[src/hw/port_diag_map.vh]
// Overview of operation
// - Identity top bit reads one to host, zero from port side.
// - Host writing port reset halts microprocessor and resets control state.
// - Port reset bit clears itself after the reset sequence finishes.
// - Loopback set, not running: data-out loads buffer, data-in returns it.
// - Diagnostic bits set by host one; cleared by zero, port reset, bus reset.
// - Forced parity bit sets bus parity error flag on same control-out.
// - Latch address select, not running, no loopback: data-in returns latch address shifted up one bit.
// - Single-cycle set and run set: execute one microcycle then halt.
// - Run flag clears whenever the microprocessor halts.
// - Single cycle fetches from RAM address, stores next address in latch.
// - Writing one to bus parity flag clears it and microcode RAM parity flag.
`ifndef PORT_DIAG_MAP_VH
`define PORT_DIAG_MAP_VH
`define ADDR_CSR 4'h0
`define ADDR_LAR 4'h1
`define ADDR_RAR 4'h2
`define ADDR_BUF 4'h3
`define ADDR_IRQ_STAT 4'h4
`define ADDR_IRQ_MASK 4'h5
`define BIT_IDENT_TOP 17
`define BIT_PORT_RESET 18
`define BIT_LOOPBACK 19
`define BIT_FORCE_PE 20
`define BIT_SEL_LAR 21
`define BIT_SINGLE_CYC 22
`define BIT_BUS_PE 24
`define BIT_RAM_PE 25
`define BIT_RUN 32
`define RESET_CYCLES 4'h4
`define IRQ_HALT 0
`define IRQ_PE 1
`endif

[src/hw/port_diag_control.v]
`timescale 1ns/1ps
`include "port_diag_map.vh"
module port_diag_control #(
  parameter DW = 36,
  parameter AW = 12
) (
  input wire i_sys_clk,
  input wire i_rst_n,
  input wire i_bus_reset,
  input wire [3:0] i_addr,
  input wire [DW-1:0] i_wdata,
  input wire i_wr,
  input wire i_rd,
  output reg [DW-1:0] o_rdata,
  input wire i_data_out,
  input wire i_data_in,
  input wire [DW-1:0] i_host_data,
  output reg [DW-1:0] o_host_data,
  input wire i_bus_parity_err,
  input wire i_ram_parity_err,
  input wire i_port_side_rd,
  input wire i_mp_halt,
  output wire [DW-1:0] o_port_csr,
  output wire o_running,
  output wire o_mp_enable,
  output wire o_irq
);
  reg loopback_reg;
  reg force_pe_reg;
  reg sel_lar_reg;
  reg single_reg;
  reg bus_pe_reg;
  reg ram_pe_reg;
  reg run_reg;
  reg step_pend_reg;
  reg [AW-1:0] rar_reg;
  reg [AW-1:0] lar_reg;
  reg [DW-1:0] buf_reg;
  reg [1:0] irq_stat_reg;
  reg [1:0] irq_mask_reg;
  reg [DW-1:0] csr_host;
  wire rst_busy;
  wire rst_clear;
  wire [AW-1:0] next_addr;
  wire step_done;
  wire csr_wr;
  wire start_reset;
  wire step_go;
  wire soft_clear;
  wire halt_evt;
  wire pe_evt;

  assign csr_wr = i_wr && (i_addr == `ADDR_CSR);
  assign start_reset = csr_wr && i_wdata[`BIT_PORT_RESET];
  assign soft_clear = start_reset || rst_clear || i_bus_reset;
  assign step_go = run_reg && single_reg && step_pend_reg;

  reset_sequencer u_rst (
    .i_sys_clk(i_sys_clk),
    .i_rst_n(i_rst_n),
    .i_start(start_reset),
    .o_busy(rst_busy),
    .o_clear(rst_clear)
  );

  microcycle_unit #(.AW(AW)) u_mc (
    .i_sys_clk(i_sys_clk),
    .i_rst_n(i_rst_n),
    .i_clear(soft_clear),
    .i_step(step_go),
    .i_fetch_addr(rar_reg),
    .o_next_addr(next_addr),
    .o_done(step_done)
  );

  assign halt_evt = run_reg && (i_mp_halt || step_done);
  assign pe_evt = i_bus_parity_err ||
    (csr_wr && i_wdata[`BIT_FORCE_PE]);
  assign o_running = run_reg;
  assign o_mp_enable = run_reg && !single_reg && !rst_busy;
  assign o_irq = |(irq_stat_reg & irq_mask_reg);
  // Port side never sees the identity bit
  assign o_port_csr = csr_host & ~({{(DW-1){1'b0}}, 1'b1}
    << `BIT_IDENT_TOP);

  always @* begin
    csr_host = {DW{1'b0}};
    csr_host[`BIT_IDENT_TOP] = 1'b1;
    csr_host[`BIT_PORT_RESET] = rst_busy;
    csr_host[`BIT_LOOPBACK] = loopback_reg;
    csr_host[`BIT_FORCE_PE] = force_pe_reg;
    csr_host[`BIT_SEL_LAR] = sel_lar_reg;
    csr_host[`BIT_SINGLE_CYC] = single_reg;
    csr_host[`BIT_BUS_PE] = bus_pe_reg;
    csr_host[`BIT_RAM_PE] = ram_pe_reg;
    csr_host[`BIT_RUN] = run_reg;
  end

  always @(posedge i_sys_clk) begin
    if (!i_rst_n || soft_clear) begin
      loopback_reg <= 1'b0;
      force_pe_reg <= 1'b0;
      sel_lar_reg <= 1'b0;
      single_reg <= 1'b0;
      run_reg <= 1'b0;
      step_pend_reg <= 1'b0;
      rar_reg <= {AW{1'b0}};
      lar_reg <= {AW{1'b0}};
    end else begin
      if (csr_wr) begin
        loopback_reg <= i_wdata[`BIT_LOOPBACK];
        force_pe_reg <= i_wdata[`BIT_FORCE_PE];
        sel_lar_reg <= i_wdata[`BIT_SEL_LAR];
        single_reg <= i_wdata[`BIT_SINGLE_CYC];
      end
      if (halt_evt) begin
        run_reg <= 1'b0;
        step_pend_reg <= 1'b0;
      end else if (csr_wr && i_wdata[`BIT_RUN] && !ram_pe_reg) begin
        run_reg <= 1'b1;
        step_pend_reg <= 1'b1;
      end else if (step_go) begin
        step_pend_reg <= 1'b0;
      end
      if (step_done) begin
        lar_reg <= next_addr;
      end
      // Host reloads RAM_ADDRESS_REGISTER before each further step
      if (i_wr && i_addr == `ADDR_RAR) begin
        rar_reg <= i_wdata[AW-1:0];
      end
    end
  end

  always @(posedge i_sys_clk) begin
    if (!i_rst_n || soft_clear) begin
      bus_pe_reg <= 1'b0;
      ram_pe_reg <= 1'b0;
    end else begin
      if (pe_evt) begin
        bus_pe_reg <= 1'b1;
      end else if (csr_wr && i_wdata[`BIT_BUS_PE]) begin
        bus_pe_reg <= 1'b0;
      end
      if (i_ram_parity_err) begin
        ram_pe_reg <= 1'b1;
      end else if (csr_wr && i_wdata[`BIT_BUS_PE]) begin
        ram_pe_reg <= 1'b0;
      end
    end
  end

  always @(posedge i_sys_clk) begin
    if (!i_rst_n) begin
      buf_reg <= {DW{1'b0}};
    end else if (i_data_out && loopback_reg && !run_reg) begin
      buf_reg <= i_host_data;
    end
  end

  always @(posedge i_sys_clk) begin
    if (!i_rst_n) begin
      o_host_data <= {DW{1'b0}};
    end else if (i_data_in && !run_reg) begin
      if (loopback_reg) begin
        o_host_data <= buf_reg;
      end else if (sel_lar_reg) begin
        o_host_data <= {{(DW-AW-1){1'b0}}, lar_reg, 1'b0};
      end else begin
        o_host_data <= {DW{1'b0}};
      end
    end
  end

  always @(posedge i_sys_clk) begin
    if (!i_rst_n) begin
      irq_stat_reg <= 2'h0;
      irq_mask_reg <= 2'h0;
    end else begin
      // Set wins over read clear
      irq_stat_reg <= ((i_rd && i_addr == `ADDR_IRQ_STAT) ? 2'h0 :
        irq_stat_reg) | {pe_evt, halt_evt};
      if (i_wr && i_addr == `ADDR_IRQ_MASK) begin
        irq_mask_reg <= i_wdata[1:0];
      end
    end
  end

  always @(posedge i_sys_clk) begin
    if (!i_rst_n) begin
      o_rdata <= {DW{1'b0}};
    end else if (i_rd) begin
      case (i_addr)
        `ADDR_CSR: o_rdata <= i_port_side_rd ? o_port_csr : csr_host;
        `ADDR_LAR: o_rdata <= {{(DW-AW){1'b0}}, lar_reg};
        `ADDR_RAR: o_rdata <= {{(DW-AW){1'b0}}, rar_reg};
        `ADDR_BUF: o_rdata <= buf_reg;
        `ADDR_IRQ_STAT: o_rdata <= {{(DW-2){1'b0}}, irq_stat_reg};
        `ADDR_IRQ_MASK: o_rdata <= {{(DW-2){1'b0}}, irq_mask_reg};
        default: o_rdata <= {DW{1'b0}};
      endcase
    end else begin
      o_rdata <= {DW{1'b0}};
    end
  end
endmodule // port_diag_control

[src/hw/reset_sequencer.v]
`timescale 1ns/1ps
`include "port_diag_map.vh"
module reset_sequencer (
  input wire i_sys_clk,
  input wire i_rst_n,
  input wire i_start,
  output wire o_busy,
  output wire o_clear
);
  reg [3:0] count_reg;
  reg [3:0] count_next;
  always @* begin
    count_next = count_reg;
    if (i_start) begin
      count_next = `RESET_CYCLES;
    end else if (count_reg != 4'h0) begin
      count_next = count_reg - 4'h1;
    end
  end
  always @(posedge i_sys_clk) begin
    if (!i_rst_n) begin
      count_reg <= 4'h0;
    end else begin
      count_reg <= count_next;
    end
  end
  assign o_busy = (count_reg != 4'h0);
  assign o_clear = o_busy;
endmodule // reset_sequencer

[src/hw/microcycle_unit.v]
`timescale 1ns/1ps
`include "port_diag_map.vh"
module microcycle_unit #(
  parameter AW = 12
) (
  input wire i_sys_clk,
  input wire i_rst_n,
  input wire i_clear,
  input wire i_step,
  input wire [AW-1:0] i_fetch_addr,
  output reg [AW-1:0] o_next_addr,
  output reg o_done
);
  // Microcycle model: next address is fetch address plus one
  always @(posedge i_sys_clk) begin
    if (!i_rst_n || i_clear) begin
      o_next_addr <= {AW{1'b0}};
      o_done <= 1'b0;
    end else begin
      o_done <= i_step;
      if (i_step) begin
        o_next_addr <= i_fetch_addr + {{(AW-1){1'b0}}, 1'b1};
      end
    end
  end
endmodule // microcycle_unit

[config.mk]
export PLATFORM = sky130hd
export DESIGN_NAME = port_diag_control
export DESIGN_NICKNAME = d
export VERILOG_FILES = /design/src/hw/port_diag_control.v /design/src/hw/reset_sequencer.v /design/src/hw/microcycle_unit.v
export VERILOG_INCLUDE_DIRS = /design/src /design/src/hw
export SDC_FILE = /design/constraint.sdc
export NUM_CORES = 1
export LEC_CHECK = 0
export BUFFER_PORTS_ARGS = -buffer_cell sky130_fd_sc_hd__buf_2
export CAP_MARGIN = 20
export CORE_MARGIN = 5
export CORE_UTILIZATION = 47
export CTS_CLUSTER_DIAMETER = 150
export DETAILED_ROUTE_END_ITERATION = 10
export PLACE_DENSITY = 0.81
export SLEW_MARGIN = 10
export SYNTH_ARGS = -nofsm -noshare
export SYNTH_HDL_FRONTEND = slang
export SYNTH_HIERARCHICAL = 1
export SYNTH_SLANG_ARGS = --single-unit
[constraint.sdc]
create_clock -name i_sys_clk -period 2.49 [get_ports i_sys_clk]
set_input_delay 0.3735 -clock i_sys_clk [delete_from_list [all_inputs] [get_ports i_sys_clk]]
set_output_delay 0.3735 -clock i_sys_clk [all_outputs]
set_load 0.05 [all_outputs]
==> flow_summary_export.csv <==
group,metric,value,unit
synth,syn_inst,743,
power_and_ir_drop,p_leak,3.087,nW
power_and_ir_drop,switching_share,25.92,%
timing,period_needed,2.341,ns
worst_setup_path,reg2reg_from,"u_rst/count_reg[0]$_SDFFE_PP0P_",
placement,io_buffers,152,
power_and_ir_drop,clkPwrFrac,44.3,%
worst_setup_path,r2r_slack,0.15,ns
final_layout,final_nets,953,
worst_setup_path,crit_required,2.84,ns
worst_setup_path,crit_path_max_incr_delay,0.46,ns
detailed_routing,drtIter0Drc,386,
cts,cts_sinks,161,
timing,drv_slew,0,
worst_setup_path,startpoint,"u_rst/count_reg[0]$_SDFFE_PP0P_",
synth,synthFlopType,"dfxtp_1",
power_and_ir_drop,powerDensity,762.7,nW/µm²
floorplanning,pin_count,198,
floorplanning,core_area,13770,µm²
timing,fin_crit_sh,94.00,%
detailed_routing,totalWireLength,16580,µm
worst_setup_path,r2r_cells,7,
floorplanning,die_h,127.9,µm
worst_setup_path,path_class,"reg -> reg",
floorplanning,dieWidth,127.9,µm
timing,clock_skew,0.005032,ns
final_layout,antenna_cells,0,
final_layout,layout-drive-gt1-share,25.66,%
detailed_routing,antenna_left,0,
timing,fin_hold_ws,0.1801,ns
final_layout,fin_cells,1057,
worst_setup_path,path_max_fanout,9,
final_layout,layout_commonest_cell,"dfxtp_1",
timing,setup-tns-final,0,ns
timing,setup_viol,0,
worst_setup_path,end_kind,"flop",
placement,globalplace.congestion,0.8270,
worst_setup_path,cp-start-kind,"flop",
power_and_ir_drop,power.internal,4.432,mW
cts,postCtsHoldBufs,0,
global_routing,grt_pass1_wl,25920,µm
synth,syn_area_per_cell,8.785,µm²
cts,cts_resized,0,
power_and_ir_drop,seq_power_share,44.5,%
outcome,status,"completed",
detailed_routing,wl_per_cell,15.69,µm
placement,dp.cells,1025,
timing,worst_pin_slew,0.7285,ns
cts,cts-root-buf,"clkbuf_16",
synth,synth_edf_count,0,
floorplanning,initial_utilization,47.39,%
cts,cts_setup_buffers,0,
synth,ys_types,56,
detailed_routing,drc,0,
timing,slew_headroom,51.43,%
hold_path,hold_class,"in -> reg",
worst_setup_path,crit_path_end,"u_mc/o_next_addr[7]$_SDFFE_PP0P_",
final_layout,syn_to_final_growth,20.15,%
synth,yosys_warnings,6,
synth,yosysSeqAreaShare,49.38,%
power_and_ir_drop,p_sw,1.550,mW
global_routing,overflow,0,
floorplanning,die_area,16350,µm²
cts,clockBufferDepth,2,
timing,hold_viol_final,0,
power_and_ir_drop,peakVddDrop,468.8,µV
cts,cts_buffers,17,
cts,clk_pin_slew_worst_paths,0.06,ns
synth,ys_ff_latch,161,
power_and_ir_drop,combPwrFrac,11.2,%
synth,async_flop_share,0,%
flow_run,maxCapViolCount,0,
detailed_routing,first_pass_iters,4,
detailed_routing,via_per_inst,5.265,
global_routing,grt_max_degree,70,
timing,fmax,427.2,MHz
cts,cts_tree,"done",
placement,hpwl,11730,µm
worst_setup_path,worstReg2RegEnd,"u_mc/o_next_addr[7]$_SDFFE_PP0P_",
final_layout,final_cell_mix,"dfxtp_1, buf_2, nand2_1",
timing,rsz0062_at_grt,"no",
floorplanning,row_count,43,
global_routing,gr-usage-all-layers,19.89,%
global_routing,grt_pass1_vias,5196,
worst_setup_path,arrival,2.69,ns
cts,cts_max_level,4,
cts,clk_latency,0.43,ns
worst_setup_path,crit_slowest_cell,"or3b_4",
synth,synthesis.area,6528,µm²
global_routing,antenna_found_initial,0,
worst_setup_path,crit_chain,"inv_1 > ha_1 > or3b_4 > or3_1 > nor2b_1 > o21ai_0 > a21oi_1",
detailed_routing,vias,5565,
[layout make-up]
type / count / area [µm²]
Multi-Input combinational cell: 507 / 2864
Fill cell: 1222 / 5931
Inverter: 9 / 33.78
Clock buffer: 20 / 446.7
Tap cell: 180 / 225.2
Timing Repair Buffer: 168 / 893.4
Clock inverter: 12 / 156.4
Sequential cell: 161 / 3223
[synth_stat cells (2+ instances only)]
cell type | count | area (µm²)
buf_1 | 4 | 15.01
buf_2 | 15 | 75.07
nor3b_1 | 5 | 37.54
nor3_1 | 14 | 70.07
and3_1 | 2 | 12.51
o21ai_0 | 23 | 115.1
nand2b_1 | 4 | 25.02
nor4_2 | 2 | 25.02
o21a_1 | 3 | 22.52
nor2b_1 | 4 | 25.02
clkbuf_1 | 34 | 127.6
a211oi_1 | 3 | 22.52
xnor2_1 | 6 | 52.55
nand2_1 | 105 | 394.1
xor2_1 | 4 | 35.03
o41ai_1 | 2 | 17.52
nor4b_1 | 3 | 26.28
buf_4 | 39 | 292.8
a21oi_1 | 91 | 455.4
or3b_1 | 2 | 17.52
o21ai_1 | 6 | 30.03
ha_1 | 2 | 25.02
dfxtp_1 | 161 | 3223
and2_1 | 16 | 100.1
inv_1 | 9 | 33.78
a222oi_1 | 2 | 20.02
nand4_1 | 3 | 18.77
mux2i_1 | 15 | 150.1
nor2_1 | 50 | 187.7
nand3b_1 | 5 | 37.54
nand3_1 | 39 | 195.2
a221oi_1 | 11 | 96.34
or3b_2 | 2 | 17.52
mux2_2 | 14 | 157.7
a22oi_1 | 18 | 135.1
a311oi_1 | 2 | 17.52
nand4b_1 | 4 | 35.03
[power groups by stage]
stage          logic, mW  registers [mW]  clock network, mW
3_3_place_gp       0.663            2.71                  0
3_5_place_dp       0.669            2.72                  0
4_1_cts            0.671            2.66               2.68
5_1_grt            0.719            2.66               2.80
6_report           0.671            2.66               2.65
2_1_floorplan      0.549            2.74                  0
[kinds of logic after synthesis]
logic type	after synthesis	synth area share [%]
simple gates	270	20.36
compound gates	168	15.26
flops	161	49.38
buf+inv	102	8.510
mux	29	4.715
xor+xnor	10	1.342
fa+ha+maj	2	0.3833
other cells	1	0.05745
[critical path: cells and delay by family (launching register included)]
family          cells  cell delay [ns]
compound gates      2             0.37
fa+ha+maj           1             0.20
simple gates        3             1.30
buf+inv             1             0.06
flops               1             0.33
[routing by layer]
| layer | GRT usage, % | vias up | part of all wire (%) |
|---|---|---|---|
| met5 | 0 | - | 0 |
| met4 | 6.242 | 0 | 1.3 |
| met1 | 25.57 | 2591 | 43 |
| met3 | 5.500 | 18 | 7.4 |
| li1 | - | 2744 | - |
| met2 | 32.56 | 212 | 48 |
[worst min path at each step]
stage | start | end | slack, ns | cells after the start
6_report | i_host_data[24] | buf_reg[24]$_SDFFE_PN0P_ | 0.18 | 3
3_5_place_dp | o_host_data[28]$_SDFFE_PN0P_ | o_host_data[28]$_SDFFE_PN0P_ | 0.44 | 2
2_1_floorplan | buf_reg[13]$_SDFFE_PN0P_ | buf_reg[13]$_SDFFE_PN0P_ | 0.44 | 2
5_1_grt | i_host_data[27] | buf_reg[27]$_SDFFE_PN0P_ | 0.18 | 3
3_3_place_gp | o_host_data[34]$_SDFFE_PN0P_ | o_host_data[34]$_SDFFE_PN0P_ | 0.44 | 2
4_1_cts | i_host_data[17] | buf_reg[17]$_SDFFE_PN0P_ | 0.17 | 3
[stage by stage]
step | power (mW) | area (µm²) | worst slack, ns | util (%)
after floorplan | 3.289 | 6634 | 0.2474 | -
after global placement | 3.376 | 7239 | 0.2924 | 52.56
after detailed placement | 3.384 | 7239 | 0.2123 | 52.56
after CTS | 6.012 | 7843 | 0.1799 | 56.94
after global routing | 6.180 | 7843 | 0.02673 | 56.94
final | 5.982 | 7843 | 0.1494 | 56.94
(Power assumes the default switching activity.)
